[config.mk]
export PLATFORM = sky130hd
export DESIGN_NAME = led_plane_ctrl
export DESIGN_NICKNAME = d
export VERILOG_FILES = /design/src/rtl/led_plane_pkg.sv /design/src/rtl/led_plane_ctrl.sv
export VERILOG_INCLUDE_DIRS = /design/src /design/src/rtl
export SDC_FILE = /design/constraint.sdc
export NUM_CORES = 1
export LEC_CHECK = 0
export BUFFER_PORTS_ARGS = -buffer_cell sky130_fd_sc_hd__buf_2
export CAP_MARGIN = 20
export CORE_ASPECT_RATIO = 0.5
export CORE_UTILIZATION = 55
export DETAILED_ROUTE_END_ITERATION = 8
export PLACE_DENSITY = 0.73
export SETUP_SLACK_MARGIN = 0.1
export SLEW_MARGIN = 20
export SYNTH_ARGS = -nofsm -noshare
export SYNTH_HDL_FRONTEND = slang
export SYNTH_SLANG_ARGS = --single-unit
[constraint.sdc]
create_clock -name i_sys_clk -period 11.5 [get_ports i_sys_clk]
set_clock_uncertainty 0.05 [all_clocks]
set_input_delay 1.725 -clock i_sys_clk [delete_from_list [all_inputs] [get_ports i_sys_clk]]
set_output_delay 1.725 -clock i_sys_clk [all_outputs]
set_load 0.02 [all_outputs]
[src/rtl/led_plane_params.svh]
// offsets, field positions, reset values and timing counts of the plane control block
`ifndef LED_PLANE_PARAMS_SVH
`define LED_PLANE_PARAMS_SVH
`define ADDR_PANEL_BRIGHT   8'h02
`define ADDR_DIGIT0_INT     8'h03
`define ADDR_DIGIT1_INT     8'h04
`define ADDR_TARGET_DRV     8'h08
`define ADDR_FRAME_PTR_LO   8'h09
`define ADDR_FRAME_PTR_HI   8'h0a
`define ADDR_PLANE_SEQ      8'h0b
`define ADDR_PANEL_CFG      8'h0d
`define ADDR_PIX_SCALE      8'h0e
`define CFG_GRAY_BIT        7
`define CFG_PLANE_LSB       2
`define SEQ_FAST_BIT        7
`define SEQ_AUTO_BIT        6
`define PANEL_MIN_CODE      8'h02
`define REG_RESET           8'h00
`define FRAME_LAST          4'hb
`define BLANK_LEAD_SLOTS    8'h02
`define PAT_ARITH_HI        12'hb6d
`define PAT_ARITH_LO        12'h492
`define PAT_GEO_HI          12'h555
`define PAT_GEO_LO          12'h222
`define CLK_PERIOD_NS       10
`define DIGIT_PERIOD_NS     122000
`define SECOND_NS           1000000000
`define DIGIT_CYCLES        (`DIGIT_PERIOD_NS / `CLK_PERIOD_NS)
`define SECOND_CYCLES       (`SECOND_NS / `CLK_PERIOD_NS)
`endif

[src/rtl/led_plane_pkg.sv]
// types shared by the plane control block
package led_plane_pkg;
  typedef enum logic [1:0] {
    SEQ_MANUAL = 2'b00,
    SEQ_SLOW   = 2'b01,
    SEQ_FAST   = 2'b11
  } seq_mode_e;

  typedef struct packed {
    logic       wr;
    logic       rd;
    logic [7:0] addr;
    logic [7:0] data;
  } reg_req_s;

  typedef struct packed {
    logic [7:0]      panel;
    logic [1:0][7:0] digit_int;
    logic [1:0]      gray_geo;
    logic            gray_mode;
    logic [7:0]      drv_ptr;
    logic [13:0]     mem_ptr;
    logic [7:0]      seq_cfg;
    logic [7:0]      seq_pend;
    logic            pend_vld;
    logic [1:0]      plane;
    logic [31:0]     sec_acc;
    logic [5:0]      sec_cnt;
    logic [15:0]     slot_pre;
    logic [7:0]      slot;
    logic            digit_sel;
    logic [3:0]      frame;
    logic [1:0]      digit_on;
    logic [1:0][3:0] lvl_on;
    logic [7:0]      rd_data;
    logic            rd_valid;
  } plane_state_s;
endpackage

[src/rtl/led_plane_ctrl.sv]
// brightness pwm, grayscale frame modulation, pointers and plane sequencer
`timescale 1ns/1ps
`include "led_plane_params.svh"

module led_plane_ctrl
  import led_plane_pkg::*;
#(
  parameter bit          GRAY_SUPPORT  = 1'b1,
  parameter int unsigned DIGIT_CYCLES  = `DIGIT_CYCLES,
  parameter int unsigned SECOND_CYCLES = `SECOND_CYCLES
) (
  // clock and reset
  input  wire logic             i_sys_clk,
  input  wire logic             i_rst_n,
  input  wire logic             i_ce,
  // register access from the serial decoder
  input  wire reg_req_s         i_req,
  input  wire logic             i_cs_rise,
  input  wire logic             i_mem_byte_stb,
  output logic       [7:0]      o_rd_data,
  output logic                  o_rd_valid,
  // pointers and plane state
  output logic       [7:0]      o_drv_ptr,
  output logic       [13:0]     o_mem_ptr,
  output logic       [1:0]      o_plane,
  output logic                  o_gray_mode,
  // multiplex drive
  output logic                  o_digit_sel,
  output logic       [1:0]      o_digit_on,
  output logic       [1:0][3:0] o_lvl_on
);

  ////////////////////////////////////////////////////////////////////////
  // slot length rounds down, so the digit period may run slightly short
  localparam int unsigned SLOT_RAW = DIGIT_CYCLES / 256;
  localparam int unsigned SLOT_CYCLES = (SLOT_RAW < 1) ? 1 : SLOT_RAW;
  localparam logic [15:0] SLOT_LAST = 16'(SLOT_CYCLES - 1);
  localparam logic [31:0] SEC_CYC = 32'(SECOND_CYCLES);
  localparam logic [31:0] SEC_LAST = 32'(SECOND_CYCLES - 1);

  plane_state_s st_r;
  plane_state_s st_nxt;

  // frame pattern for a 2-bit level of one digit
  function automatic logic level_lit(input logic [3:0] frame, input logic geo,
                                     input logic [1:0] lvl);
    logic [11:0] hi;
    logic [11:0] lo;
    hi = geo ? `PAT_GEO_HI : `PAT_ARITH_HI;
    lo = geo ? `PAT_GEO_LO : `PAT_ARITH_LO;
    case (lvl)
      2'd0:    level_lit = 1'b0;
      2'd1:    level_lit = lo[frame];
      2'd2:    level_lit = hi[frame];
      2'd3:    level_lit = 1'b1;
      default: level_lit = 1'b0;
    endcase
  endfunction

  // next plane in auto sequence, wrapping to the available count
  function automatic logic [1:0] plane_step(input logic [1:0] p, input logic two);
    plane_step = two ? {1'b0, ~p[0]} : 2'(p + 2'd1);
  endfunction

  // write strobe aimed at one register
  function automatic logic wr_hit(input reg_req_s r, input logic [7:0] a);
    wr_hit = r.wr && (r.addr == a);
  endfunction

  // manual plane choice; with two planes the upper code bit is dropped
  function automatic logic [1:0] manual_plane(input logic [7:0] cfg, input logic two);
    manual_plane = two ? {1'b0, cfg[0]} : cfg[1:0];
  endfunction

  // scratch values of the combinational pass
  logic [7:0]  panel_eff;
  logic [15:0] prod;
  logic [7:0]  duty;
  logic [7:0]  slot_ofs;
  logic        step;
  logic [31:0] acc_add;
  seq_mode_e   mode;

  always_comb begin
    st_nxt = st_r;
    panel_eff = 8'h00;
    prod = 16'h0000;
    duty = 8'h00;
    slot_ofs = 8'h00;
    step = 1'b0;
    acc_add = 32'h0;
    mode = SEQ_MANUAL;

    // a low clock enable freezes everything, the read strobe included
    if (i_ce) begin
      st_nxt.rd_valid = 1'b0;
      //////////////////////////////////////////////////////////////////////
      // register writes
      if (i_req.wr) begin
        case (i_req.addr)
          `ADDR_PANEL_BRIGHT: st_nxt.panel = i_req.data;
          `ADDR_DIGIT0_INT:   st_nxt.digit_int[0] = i_req.data;
          `ADDR_DIGIT1_INT:   st_nxt.digit_int[1] = i_req.data;
          // variants without grayscale keep the bit at zero
          `ADDR_PANEL_CFG:    st_nxt.gray_mode = GRAY_SUPPORT & i_req.data[`CFG_GRAY_BIT];
          `ADDR_PIX_SCALE:    st_nxt.gray_geo = i_req.data[1:0];
          `ADDR_TARGET_DRV:   st_nxt.drv_ptr = i_req.data;
          `ADDR_PLANE_SEQ: begin
            st_nxt.seq_pend = i_req.data;
            st_nxt.pend_vld = 1'b1;
          end
          default: ;
        endcase
      end

      // a pointer write beats an increment in the same cycle
      if (wr_hit(i_req, `ADDR_FRAME_PTR_LO)) begin
        st_nxt.mem_ptr[7:0] = i_req.data;
      end else if (wr_hit(i_req, `ADDR_FRAME_PTR_HI)) begin
        st_nxt.mem_ptr[13:8] = i_req.data[5:0];
      end else if (i_mem_byte_stb) begin
        st_nxt.mem_ptr = 14'(st_r.mem_ptr + 14'd1);
      end

      //////////////////////////////////////////////////////////////////////
      // register reads
      // reads see the state before any write of the same cycle
      if (i_req.rd) begin
        st_nxt.rd_valid = 1'b1;
        case (i_req.addr)
          `ADDR_PANEL_BRIGHT: st_nxt.rd_data = st_r.panel;
          `ADDR_DIGIT0_INT:   st_nxt.rd_data = st_r.digit_int[0];
          `ADDR_DIGIT1_INT:   st_nxt.rd_data = st_r.digit_int[1];
          `ADDR_PANEL_CFG: begin
            st_nxt.rd_data = 8'h00;
            st_nxt.rd_data[`CFG_GRAY_BIT] = st_r.gray_mode;
            st_nxt.rd_data[`CFG_PLANE_LSB +: 2] = st_r.plane;
          end
          `ADDR_PIX_SCALE:    st_nxt.rd_data = {6'h00, st_r.gray_geo};
          `ADDR_TARGET_DRV:   st_nxt.rd_data = st_r.drv_ptr;
          `ADDR_FRAME_PTR_LO: st_nxt.rd_data = st_r.mem_ptr[7:0];
          `ADDR_FRAME_PTR_HI: st_nxt.rd_data = {2'b00, st_r.mem_ptr[13:8]};
          `ADDR_PLANE_SEQ:    st_nxt.rd_data = st_r.seq_cfg;
          default:            st_nxt.rd_data = 8'h00;
        endcase
      end

      //////////////////////////////////////////////////////////////////////
      // plane sequencer
      // fast bit without the auto bit still means manual
      mode = seq_mode_e'({st_r.seq_cfg[`SEQ_FAST_BIT], st_r.seq_cfg[`SEQ_AUTO_BIT]});
      if (!st_r.seq_cfg[`SEQ_AUTO_BIT]) begin
        mode = SEQ_MANUAL;
      end else if (!st_r.seq_cfg[`SEQ_FAST_BIT]) begin
        mode = SEQ_SLOW;
      end
      case (mode)
        SEQ_SLOW: begin
          // count whole seconds, then N of them
          if (st_r.sec_acc >= SEC_LAST) begin
            st_nxt.sec_acc = 32'h0;
            if (6'(st_r.sec_cnt + 6'd1) >= st_r.seq_cfg[5:0]) begin
              st_nxt.sec_cnt = 6'h00;
              // a zero count never steps, so the plane stays put
              step = (st_r.seq_cfg[5:0] != 6'h00);
            end else begin
              st_nxt.sec_cnt = 6'(st_r.sec_cnt + 6'd1);
            end
          end else begin
            st_nxt.sec_acc = 32'(st_r.sec_acc + 32'd1);
          end
        end
        SEQ_FAST: begin
          // rate accumulator spreads N steps evenly over one second
          acc_add = 32'(st_r.sec_acc + {26'h0, st_r.seq_cfg[5:0]});
          if (acc_add >= SEC_CYC) begin
            st_nxt.sec_acc = 32'(acc_add - SEC_CYC);
            step = 1'b1;
          end else begin
            st_nxt.sec_acc = acc_add;
          end
        end
        SEQ_MANUAL: begin
          st_nxt.sec_acc = 32'h0;
          st_nxt.sec_cnt = 6'h00;
          st_nxt.plane = manual_plane(st_r.seq_cfg, st_r.gray_mode);
        end
        default: st_nxt.sec_acc = 32'h0;
      endcase
      if (step) begin
        st_nxt.plane = plane_step(st_r.plane, st_r.gray_mode);
      end
      if (mode != SEQ_MANUAL && st_r.gray_mode) begin
        st_nxt.plane[1] = 1'b0;
      end

      // new setting becomes live at the end of the transmission
      if (i_cs_rise && st_r.pend_vld) begin
        st_nxt.seq_cfg = st_r.seq_pend;
        st_nxt.pend_vld = 1'b0;
        st_nxt.sec_acc = 32'h0;
        st_nxt.sec_cnt = 6'h00;
        // entering auto always restarts from plane 0
        if (st_r.seq_pend[`SEQ_AUTO_BIT]) begin
          st_nxt.plane = 2'b00;
        end else begin
          st_nxt.plane = manual_plane(st_r.seq_pend, st_r.gray_mode);
        end
      end
      // a write landing with the commit edge stays pending for the next one
      if (wr_hit(i_req, `ADDR_PLANE_SEQ)) begin
        st_nxt.pend_vld = 1'b1;
      end

      //////////////////////////////////////////////////////////////////////
      // multiplex timebase: 256 slots per digit period
      if (st_r.slot_pre >= SLOT_LAST) begin
        st_nxt.slot_pre = 16'h0000;
        st_nxt.slot = 8'(st_r.slot + 8'd1);
        if (st_r.slot == 8'hff) begin
          st_nxt.digit_sel = ~st_r.digit_sel;
          // frame steps once both digits have shown
          if (st_r.digit_sel) begin
            st_nxt.frame = (st_r.frame == `FRAME_LAST) ? 4'h0 : 4'(st_r.frame + 4'd1);
          end
        end
      end else begin
        st_nxt.slot_pre = 16'(st_r.slot_pre + 16'd1);
      end

      // codes at or below the minimum all give the 2/256 floor
      panel_eff = (st_r.panel <= `PANEL_MIN_CODE) ? `PANEL_MIN_CODE : st_r.panel;
      prod = st_nxt.digit_sel ? st_r.digit_int[1] * panel_eff
                              : st_r.digit_int[0] * panel_eff;
      duty = prod[15:8];
      // two dark slots lead and two trail, so four between digits;
      // duties above 252 give up their top steps to keep that gap
      slot_ofs = 8'(st_nxt.slot - `BLANK_LEAD_SLOTS);
      st_nxt.digit_on = 2'b00;
      if (st_nxt.slot >= `BLANK_LEAD_SLOTS && slot_ofs < duty &&
          st_nxt.slot <= 8'(8'hff - `BLANK_LEAD_SLOTS)) begin
        st_nxt.digit_on[st_nxt.digit_sel] = 1'b1;
      end

      //////////////////////////////////////////////////////////////////////
      // grayscale frame modulation per digit
      // without grayscale every lit level shows in every frame
      for (int d = 0; d < 2; d++) begin
        for (int l = 0; l < 4; l++) begin
          if (st_r.gray_mode) begin
            st_nxt.lvl_on[d][l] = level_lit(st_nxt.frame, st_r.gray_geo[d], 2'(l));
          end else begin
            st_nxt.lvl_on[d][l] = (l != 0);
          end
        end
      end
    end
  end

  ////////////////////////////////////////////////////////////////////////
  // reset ignores the clock enable so a frozen block can still be cleared
  always_ff @(posedge i_sys_clk) begin
    if (!i_rst_n) begin
      st_r <= '0;
    end else begin
      st_r <= st_nxt;
    end
  end

  // every output is a flop of the state record
  assign o_rd_data   = st_r.rd_data;
  assign o_rd_valid  = st_r.rd_valid;
  assign o_drv_ptr   = st_r.drv_ptr;
  assign o_mem_ptr   = st_r.mem_ptr;
  assign o_plane     = st_r.plane;
  assign o_gray_mode = st_r.gray_mode;
  assign o_digit_sel = st_r.digit_sel;
  assign o_digit_on  = st_r.digit_on;
  assign o_lvl_on    = st_r.lvl_on;

endmodule

==> results of run 1 <==
[final cells by class]
class	count	area [um2]
repair buffers	75	404
clock buffers	18	439
inverters	116	437
diodes	1	2.50
fillers	2183	9730
clock inverters	13	141
flip-flops and latches	151	3020
multi-input cells	1354	9980
well taps	336	420
[cells by family after synthesis]
group / Yosys count / synth area share, %
buffers and inverters: 250 / 7.95
AOI/OAI and AO/OA: 346 / 16.2
DFF: 151 / 21.4
adders and majority gates: 175 / 19.3
other: 1 / 0.0266
muxes: 69 / 5.09
xor gates and xnor gates: 95 / 5.90
and+or+nand+nor: 667 / 24.1
[sequential cells by signal (all words and copies together) (netlist names)]
signal and cells:
o_digit_on 2, o_digit_sel 1, o_drv_ptr 8, o_gray_mode 1, o_lvl_on 5, o_mem_ptr 14, o_plane 2, o_rd_data 8
o_rd_valid 1, st_r 109
[stage by stage]
stage	power (mW)	utilization (%)
2_1_floorplan	0.586	-
3_3_place_gp	0.604	58.0
3_5_place_dp	0.606	58.0
4_1_cts	1.16	60.3
5_1_grt	1.19	60.4
6_report	1.16	60.4
[worst max-delay path: stages, from the launching register on]
cell	delay (ns)
dfxtp_1	0.72
nor2_1	0.14
nand3_1	0.11
o21a_1	0.31
and2_1	0.19
fa_1	0.42
ha_1	0.29
inv_1	0.06
fa_1	0.53
inv_1	0.04
ha_1	0.27
a41o_1	0.23
a21o_1	0.17
a21o_1	0.17
a21oi_1	0.26
nand2b_1	0.17
a2111oi_0	0.16
o311ai_0	0.54
nor2b_1	0.24
xnor2_1	0.13
mux2i_1	0.10
ha_1	0.31
nor2b_1	0.13
o21ai_0	0.16
o211ai_1	0.14
o41ai_1	0.37
[cells in the final DEF (no fill, tap or decap), types with 5 or more instances in the layout]
cell,count
nor3b_1,16
nor3_1,43
o22ai_1,14
nand4_1,21
and4_1,9
ha_1,103
o21bai_1,5
a21oi_1,110
dfxtp_1,151
a22oi_1,11
o221ai_1,6
and3_1,32
inv_1,115
buf_4,9
a211oi_1,17
xnor2_1,51
nand2_1,113
a221oi_1,7
o21a_1,11
and2_1,103
or3_1,8
o21ai_0,65
fa_1,71
xor2_1,44
a21o_1,8
clkbuf_16,17
a31oi_1,14
or2_2,19
nor2b_1,27
nand2b_1,13
o21ai_1,8
buf_2,65
nor2_1,180
o2bb2ai_1,5
nor4_1,16
nand3_1,49
o211ai_1,10
mux2i_1,65
[report_power, final]
group | internal, mW | total (mW) | switching, mW | leakage, nW
clock network | 0.309 | 0.560 | 0.250 | 0.275
registers | 0.527 | 0.532 | 0.00541 | 1.22
logic | 0.0176 | 0.0634 | 0.0458 | 4.94
[worst paths after layout]
kind                                                 start  depth (start not counted)                          to
worst max-delay path                st_r[149]$_SDFFE_PN0P_                         25  o_digit_on[1]$_SDFFE_PN0P_
worst min-delay path            o_digit_on[0]$_SDFFE_PN0P_                          2  o_digit_on[0]$_SDFFE_PN0P_
worst max register to register      st_r[149]$_SDFFE_PN0P_                         25  o_digit_on[1]$_SDFFE_PN0P_
worst min register to register  o_digit_on[0]$_SDFFE_PN0P_                          2  o_digit_on[0]$_SDFFE_PN0P_
[routing by layer]
layer | track usage, % | share of wire, % | up-vias
met5 | 0 | 0 | -
met3 | 4.79 | 6.7 | 52
met2 | 47.8 | 47 | 443
met1 | 38.0 | 45 | 6085
li1 | - | - | 5971
met4 | 7.20 | 1.4 | 0
==> out/metrics.json, run 1 <==
{
  "critPathLaunchType": {"value": "register"},
  "cts_hold_repair.buffers": {"value": 0},
  "nNetsFinal": {"value": 1912},
  "antenna_violations_before_repair": {"value": 1},
  "cts.root.buffer_cell": {"value": "clkbuf_16"},
  "detailedPlace.worstSlack": {"value": 5.00, "unit": "ns"},
  "timing_worst_slew_pin_value": {"value": 0.908, "unit": "ns"},
  "synth-async-reset-ratio": {"value": 0, "unit": "%"},
  "drtPass1Iterations": {"value": 7},
  "hold_path_class": {"value": "reg -> reg"},
  "die_area": {"value": 26300, "unit": "um2"},
  "synth_ff_type": {"value": "dfxtp_1"},
  "timing.final.max_slew_violations": {"value": 0},
  "setup.worst_path.class": {"value": "reg -> reg"},
  "avgViaCountPerCell": {"value": 6.08},
  "grt_start_max_net_pins": {"value": 105},
  "globalplace.congestion": {"value": 0.953},
  "max_freq": {"value": 153, "unit": "MHz"},
  "post-synth-top-area-cell": {"value": "dfxtp_1"},
  "synth-seq-cells": {"value": 151},
  "number_of_global_route_vias_before_repair": {"value": 12000},
  "wl": {"value": 37600, "unit": "um"},
  "area_growth": {"value": 5.26, "unit": "%"},
  "finalSetupViolations": {"value": 0},
  "final_cell_area": {"value": 14800, "unit": "um2"},
  "total_number_of_h_tree_levels": {"value": 4},
  "critical_path_required": {"value": 11.78, "unit": "ns"},
  "post-cts-setup-buffers": {"value": 0},
  "cp.arrival": {"value": 6.79, "unit": "ns"},
  "timing.final.ws_setup": {"value": 4.98, "unit": "ns"},
  "clk_pin_slew_worst_paths": {"value": 0.07, "unit": "ns"},
  "post_synthesis_average_cell_area": {"value": 8.04, "unit": "um2"},
  "yosys-top-cells-count": {"value": "nor2_1, dfxtp_1, inv_1, nand2_1, a21oi_1"},
  "synth_most_common_cell": {"value": "nor2_1"},
  "timing.final.crit_period": {"value": 6.52, "unit": "ns"},
  "clock_latency": {"value": 0.43, "unit": "ns"},
  "power-per-cell-area": {"value": 77.8, "unit": "nW/um2"},
  "dpl-instance-area": {"value": 14200, "unit": "um2"},
  "cts_max_path_buffers": {"value": 2},
  "largest_driver_fanout_on_the_critical_path": {"value": 19},
  "instances_no_fill": {"value": 2064},
  "antenna_left": {"value": 0},
  "post_synth_instance_area": {"value": 14100, "unit": "um2"},
  "synthCells": {"value": 1754},
  "setup-tns-final": {"value": 0, "unit": "ns"},
  "hpwl": {"value": 27500, "unit": "um"},
  "max_slew_margin": {"value": 39.0, "unit": "%"},
  "worst_ir_drop_vdd": {"value": 0.000118, "unit": "V"},
  "grt_pass1_wl": {"value": 60500, "unit": "um"},
  "synth.yosys.seq_area_share": {"value": 21.4, "unit": "%"},
  "outcome": {"value": "finished, final reports clean"},
  "buffer_ports.inserted": {"value": 65},
  "synthesis.yosys.warnings": {"value": 0},
  "die_span_in_x": {"value": 228, "unit": "um"},
  "first_iter_violations": {"value": 1041},
  "grt-ovfl-total": {"value": 0},
  "synth.lib_cells_used.distinct": {"value": 80},
  "cts_tree": {"value": "built"},
  "grt_setup_unrepaired": {"value": "no"},
  "critPathCaptureType": {"value": "register"},
  "regToRegSetupSlack": {"value": 4.98, "unit": "ns"},
  "floorplan.die.height": {"value": 115, "unit": "um"},
  "post_synth_edffs": {"value": 0},
  "drc": {"value": 0},
  "core_area": {"value": 24600, "unit": "um2"},
  "grt_usage": {"value": 28.3, "unit": "%"},
  "power.leakage": {"value": 6.44, "unit": "nW"},
  "post_route_cells_drive_above_1_share": {"value": 8.45, "unit": "%"},
  "post_cts_resized": {"value": 0},
  "cts_num_sinks": {"value": 151},
  "place_inst": {"value": 2031},
  "fp-row-count": {"value": 40},
  "numCtsBuffers": {"value": 17},
  "ys_top_cells_by_area": {"value": "dfxtp_1, fa_1, ha_1"},
  "initial_cell_density_of_the_core": {"value": 57.4, "unit": "%"},
  "fin_hold_ws": {"value": 0.402, "unit": "ns"},
  "fin_crit_sh": {"value": 56.7, "unit": "%"},
  "routed_wire_length_per_instance": {"value": 18.2, "unit": "um"},
  "num_io_pins": {"value": 68},
  "synth_top_area_share": {"value": 21.4, "unit": "%"},
  "hold_viol_final": {"value": 0},
  "maxCapViolCount": {"value": 0},
  "via_count": {"value": 12600}
}
(Power assumes the default switching activity.)
==> inputs of run 2 (changes only) <==
- clock period: 11.5 -> 6.7 ns (I/O delays scaled with it)
==> run 2 against run 1 <==
Sequential power grew 72%; combinational power increased by 72%; setup slack got worse by 4.4 ns; critical path depth grew 2; first-iteration DRC count rose by 6.9%; clock-buffer cell count down 1; final cell count rose by 0.39%; cell area is 0.76% higher; largest cell class unchanged; highest routed layer unchanged.
==> out/metrics.json, run 2 (synthesis results as in run 1) <==
{
  "outcome": {"value": "finished, final reports clean"},
  "buffer_ports.inserted": {"value": 65, "change": "unchanged"},
  "clock_latency": {"value": 0.44, "unit": "ns", "change": "about the same"},
  "total_number_of_h_tree_levels": {"value": 4, "change": "unchanged"},
  "floorplan.die.height": {"value": 115, "unit": "um", "change": "unchanged"},
  "layout.cells.most_common_list": {"value": "nor2_1, dfxtp_1, inv_1, nand2_1, a21oi_1"},
  "cp.arrival": {"value": 6.38, "unit": "ns", "change": "-0.41 ns"},
  "final_common_cell": {"value": "nor2_1"},
  "numCtsBuffers": {"value": 17, "change": "unchanged"},
  "fp-row-count": {"value": 40, "change": "unchanged"},
  "grt_start_max_net_pins": {"value": 106, "change": "+0.95%"},
  "detailedPlace.worstSlack": {"value": 0.333, "unit": "ns", "change": "-4.66 ns"},
  "max_slew_margin": {"value": 36.2, "unit": "%", "change": "-2.8 points"},
  "cts_max_path_buffers": {"value": 2, "change": "unchanged"},
  "max_freq": {"value": 164, "unit": "MHz", "change": "+7.0%"},
  "timing.final.max_slew_violations": {"value": 0, "change": "unchanged"},
  "grt_usage": {"value": 29.1, "unit": "%", "change": "+0.74 points"},
  "critPathCaptureType": {"value": "register"},
  "timing.final.ws_setup": {"value": 0.610, "unit": "ns", "change": "-4.37 ns"},
  "cts_hold_repair.buffers": {"value": 0, "change": "unchanged"},
  "grt_util_met3": {"value": 4.14, "unit": "%", "change": "-0.64 points"},
  "globalplace.congestion": {"value": 0.919, "change": "-3.5%"},
  "via_count": {"value": 12500, "change": "-0.080%"},
  "antenna_left": {"value": 0, "change": "unchanged"},
  "post_cts_resized": {"value": 0, "change": "unchanged"},
  "nNetsFinal": {"value": 1920, "change": "+0.42%"},
  "worst_ir_drop_vdd": {"value": 0.000188, "unit": "V", "change": "+59%"},
  "area_growth": {"value": 6.06, "unit": "%"},
  "grt_pass1_wl": {"value": 61800, "unit": "um", "change": "+2.2%"},
  "grt.busiest_layer": {"value": "met2"},
  "die_span_in_x": {"value": 228, "unit": "um", "change": "unchanged"},
  "die_area": {"value": 26300, "unit": "um2", "change": "unchanged"},
  "hpwl": {"value": 27800, "unit": "um", "change": "+0.82%"},
  "setup-tns-final": {"value": 0, "unit": "ns", "change": "unchanged"},
  "avgViaCountPerCell": {"value": 6.05, "change": "-0.47%"},
  "use_met1": {"value": 38.9, "unit": "%", "change": "+0.97 points"},
  "timing_worst_slew_pin_value": {"value": 0.950, "unit": "ns", "change": "+0.0421 ns"},
  "power-per-cell-area": {"value": 138, "unit": "nW/um2", "change": "+77%"},
  "critPathMaxStageDelay": {"value": 0.54, "unit": "ns", "change": "-0.18 ns"},
  "diodes": {"value": 0, "change": "-1"},
  "wl": {"value": 38000, "unit": "um", "change": "+1.1%"},
  "fillerInstances": {"value": 2211, "change": "+1.3%"},
  "final_cell_area": {"value": 15000, "unit": "um2", "change": "+0.76%"},
  "critical_path_required": {"value": 6.99, "unit": "ns", "change": "-4.79 ns"},
  "clk_pin_slew_worst_paths": {"value": 0.07, "unit": "ns", "change": "about the same"},
  "dpl-instance-area": {"value": 14300, "unit": "um2", "change": "+0.46%"},
  "timing.final.crit_period": {"value": 6.09, "unit": "ns", "change": "-0.426 ns"},
  "drc": {"value": 0, "change": "unchanged"},
  "num_io_pins": {"value": 68, "change": "unchanged"},
  "core_area": {"value": 24600, "unit": "um2", "change": "unchanged"},
  "setup.worst_path.class": {"value": "reg -> reg"},
  "cts_tree": {"value": "built"},
  "post_route_cells_drive_above_1_share": {"value": 8.99, "unit": "%", "change": "+0.53 points"},
  "finalSetupViolations": {"value": 0, "change": "unchanged"},
  "post-cts-setup-buffers": {"value": 0, "change": "unchanged"},
  "initial_cell_density_of_the_core": {"value": 57.4, "unit": "%", "change": "unchanged"},
  "routed_wire_length_per_instance": {"value": 18.3, "unit": "um", "change": "+0.69%"},
  "cts.root.buffer_cell": {"value": "clkbuf_16"},
  "hold_viol_final": {"value": 0, "change": "unchanged"},
  "number_of_global_route_vias_before_repair": {"value": 12100, "change": "+0.75%"},
  "first_iter_violations": {"value": 1113, "change": "+6.9%"},
  "critPathLaunchType": {"value": "register"},
  "regMostFlops": {"value": "st_r"},
  "maxCapViolCount": {"value": 0, "change": "unchanged"},
  "power.leakage": {"value": 6.52, "unit": "nW", "change": "+1.4%"},
  "antenna_violations_before_repair": {"value": 0, "change": "-1"},
  "largest_register_ffs": {"value": 109, "change": "unchanged"},
  "fin_crit_sh": {"value": 90.9, "unit": "%", "change": "+34 points"},
  "drtPass1Iterations": {"value": 5, "change": "-2"},
  "grt-ovfl-total": {"value": 0, "change": "unchanged"},
  "critical-path-slowest-cell": {"value": "dfxtp_2"},
  "cts_num_sinks": {"value": 151, "change": "unchanged"},
  "grt_setup_unrepaired": {"value": "no"},
  "grt.met2_usage": {"value": 48.7, "unit": "%", "change": "+0.97 points"},
  "largest_driver_fanout_on_the_critical_path": {"value": 19, "change": "unchanged"},
  "hold_path_class": {"value": "reg -> reg"}
}
[run 2: final timing paths]
kind / startpoint / slack (ns) / endpoint / cells after the start
max: st_r[150]$_SDFFE_PN0P_ / 0.61 / o_digit_on[1]$_SDFFE_PN0P_ / 27
min: o_digit_on[1]$_SDFFE_PN0P_ / 0.41 / o_digit_on[1]$_SDFFE_PN0P_ / 2
max reg2reg: st_r[150]$_SDFFE_PN0P_ / 0.61 / o_digit_on[1]$_SDFFE_PN0P_ / 27
min reg2reg: o_digit_on[1]$_SDFFE_PN0P_ / 0.41 / o_digit_on[1]$_SDFFE_PN0P_ / 2
[run 2: power by group]
part           total [mW]  switching [mW]  internal (mW)
combinational       0.109          0.0786         0.0303
sequential          0.913         0.00925          0.904
clock                1.04           0.465          0.573
[run 2: final cells by class]
cell class | count | area (um2) | area share, %
Clock buffer | 17 | 425 | 2.84
Timing Repair Buffer | 83 | 462 | 3.09
Tap cell | 336 | 420 | 2.81
Inverter | 116 | 437 | 2.92
Multi-Input combinational cell | 1354 | 9980 | 66.8
Clock inverter | 15 | 205 | 1.37
Sequential cell | 151 | 3020 | 20.2
[run 2: critical path, delay by kind of cell, from the launching register on]
kind / cells / cell delay (ns)
adders and majority gates: 5 / 1.76
DFF: 1 / 0.54
buffers and inverters: 2 / 0.09
AOI/OAI and AO/OA: 13 / 2.59
and+or+nand+nor: 7 / 0.92
[run 2: through the flow]
stage          util (%)  power (mW)  instances  hold WS (ns)
6_report           60.9        2.06       2072         0.406
5_1_grt            60.9        2.12       2072         0.420
4_1_cts            60.8        2.07       2072         0.405
3_5_place_dp       58.2        1.04       2040         0.392
3_3_place_gp       58.2        1.04       2039         0.377
2_1_floorplan         -        1.01       1755         0.371
[run 2: per-layer routing]
layer	part of all wire [%]	up-vias
met5	0	-
met4	1.9	0
met3	5.7	57
met2	47	396
met1	46	6098
li1	-	5990
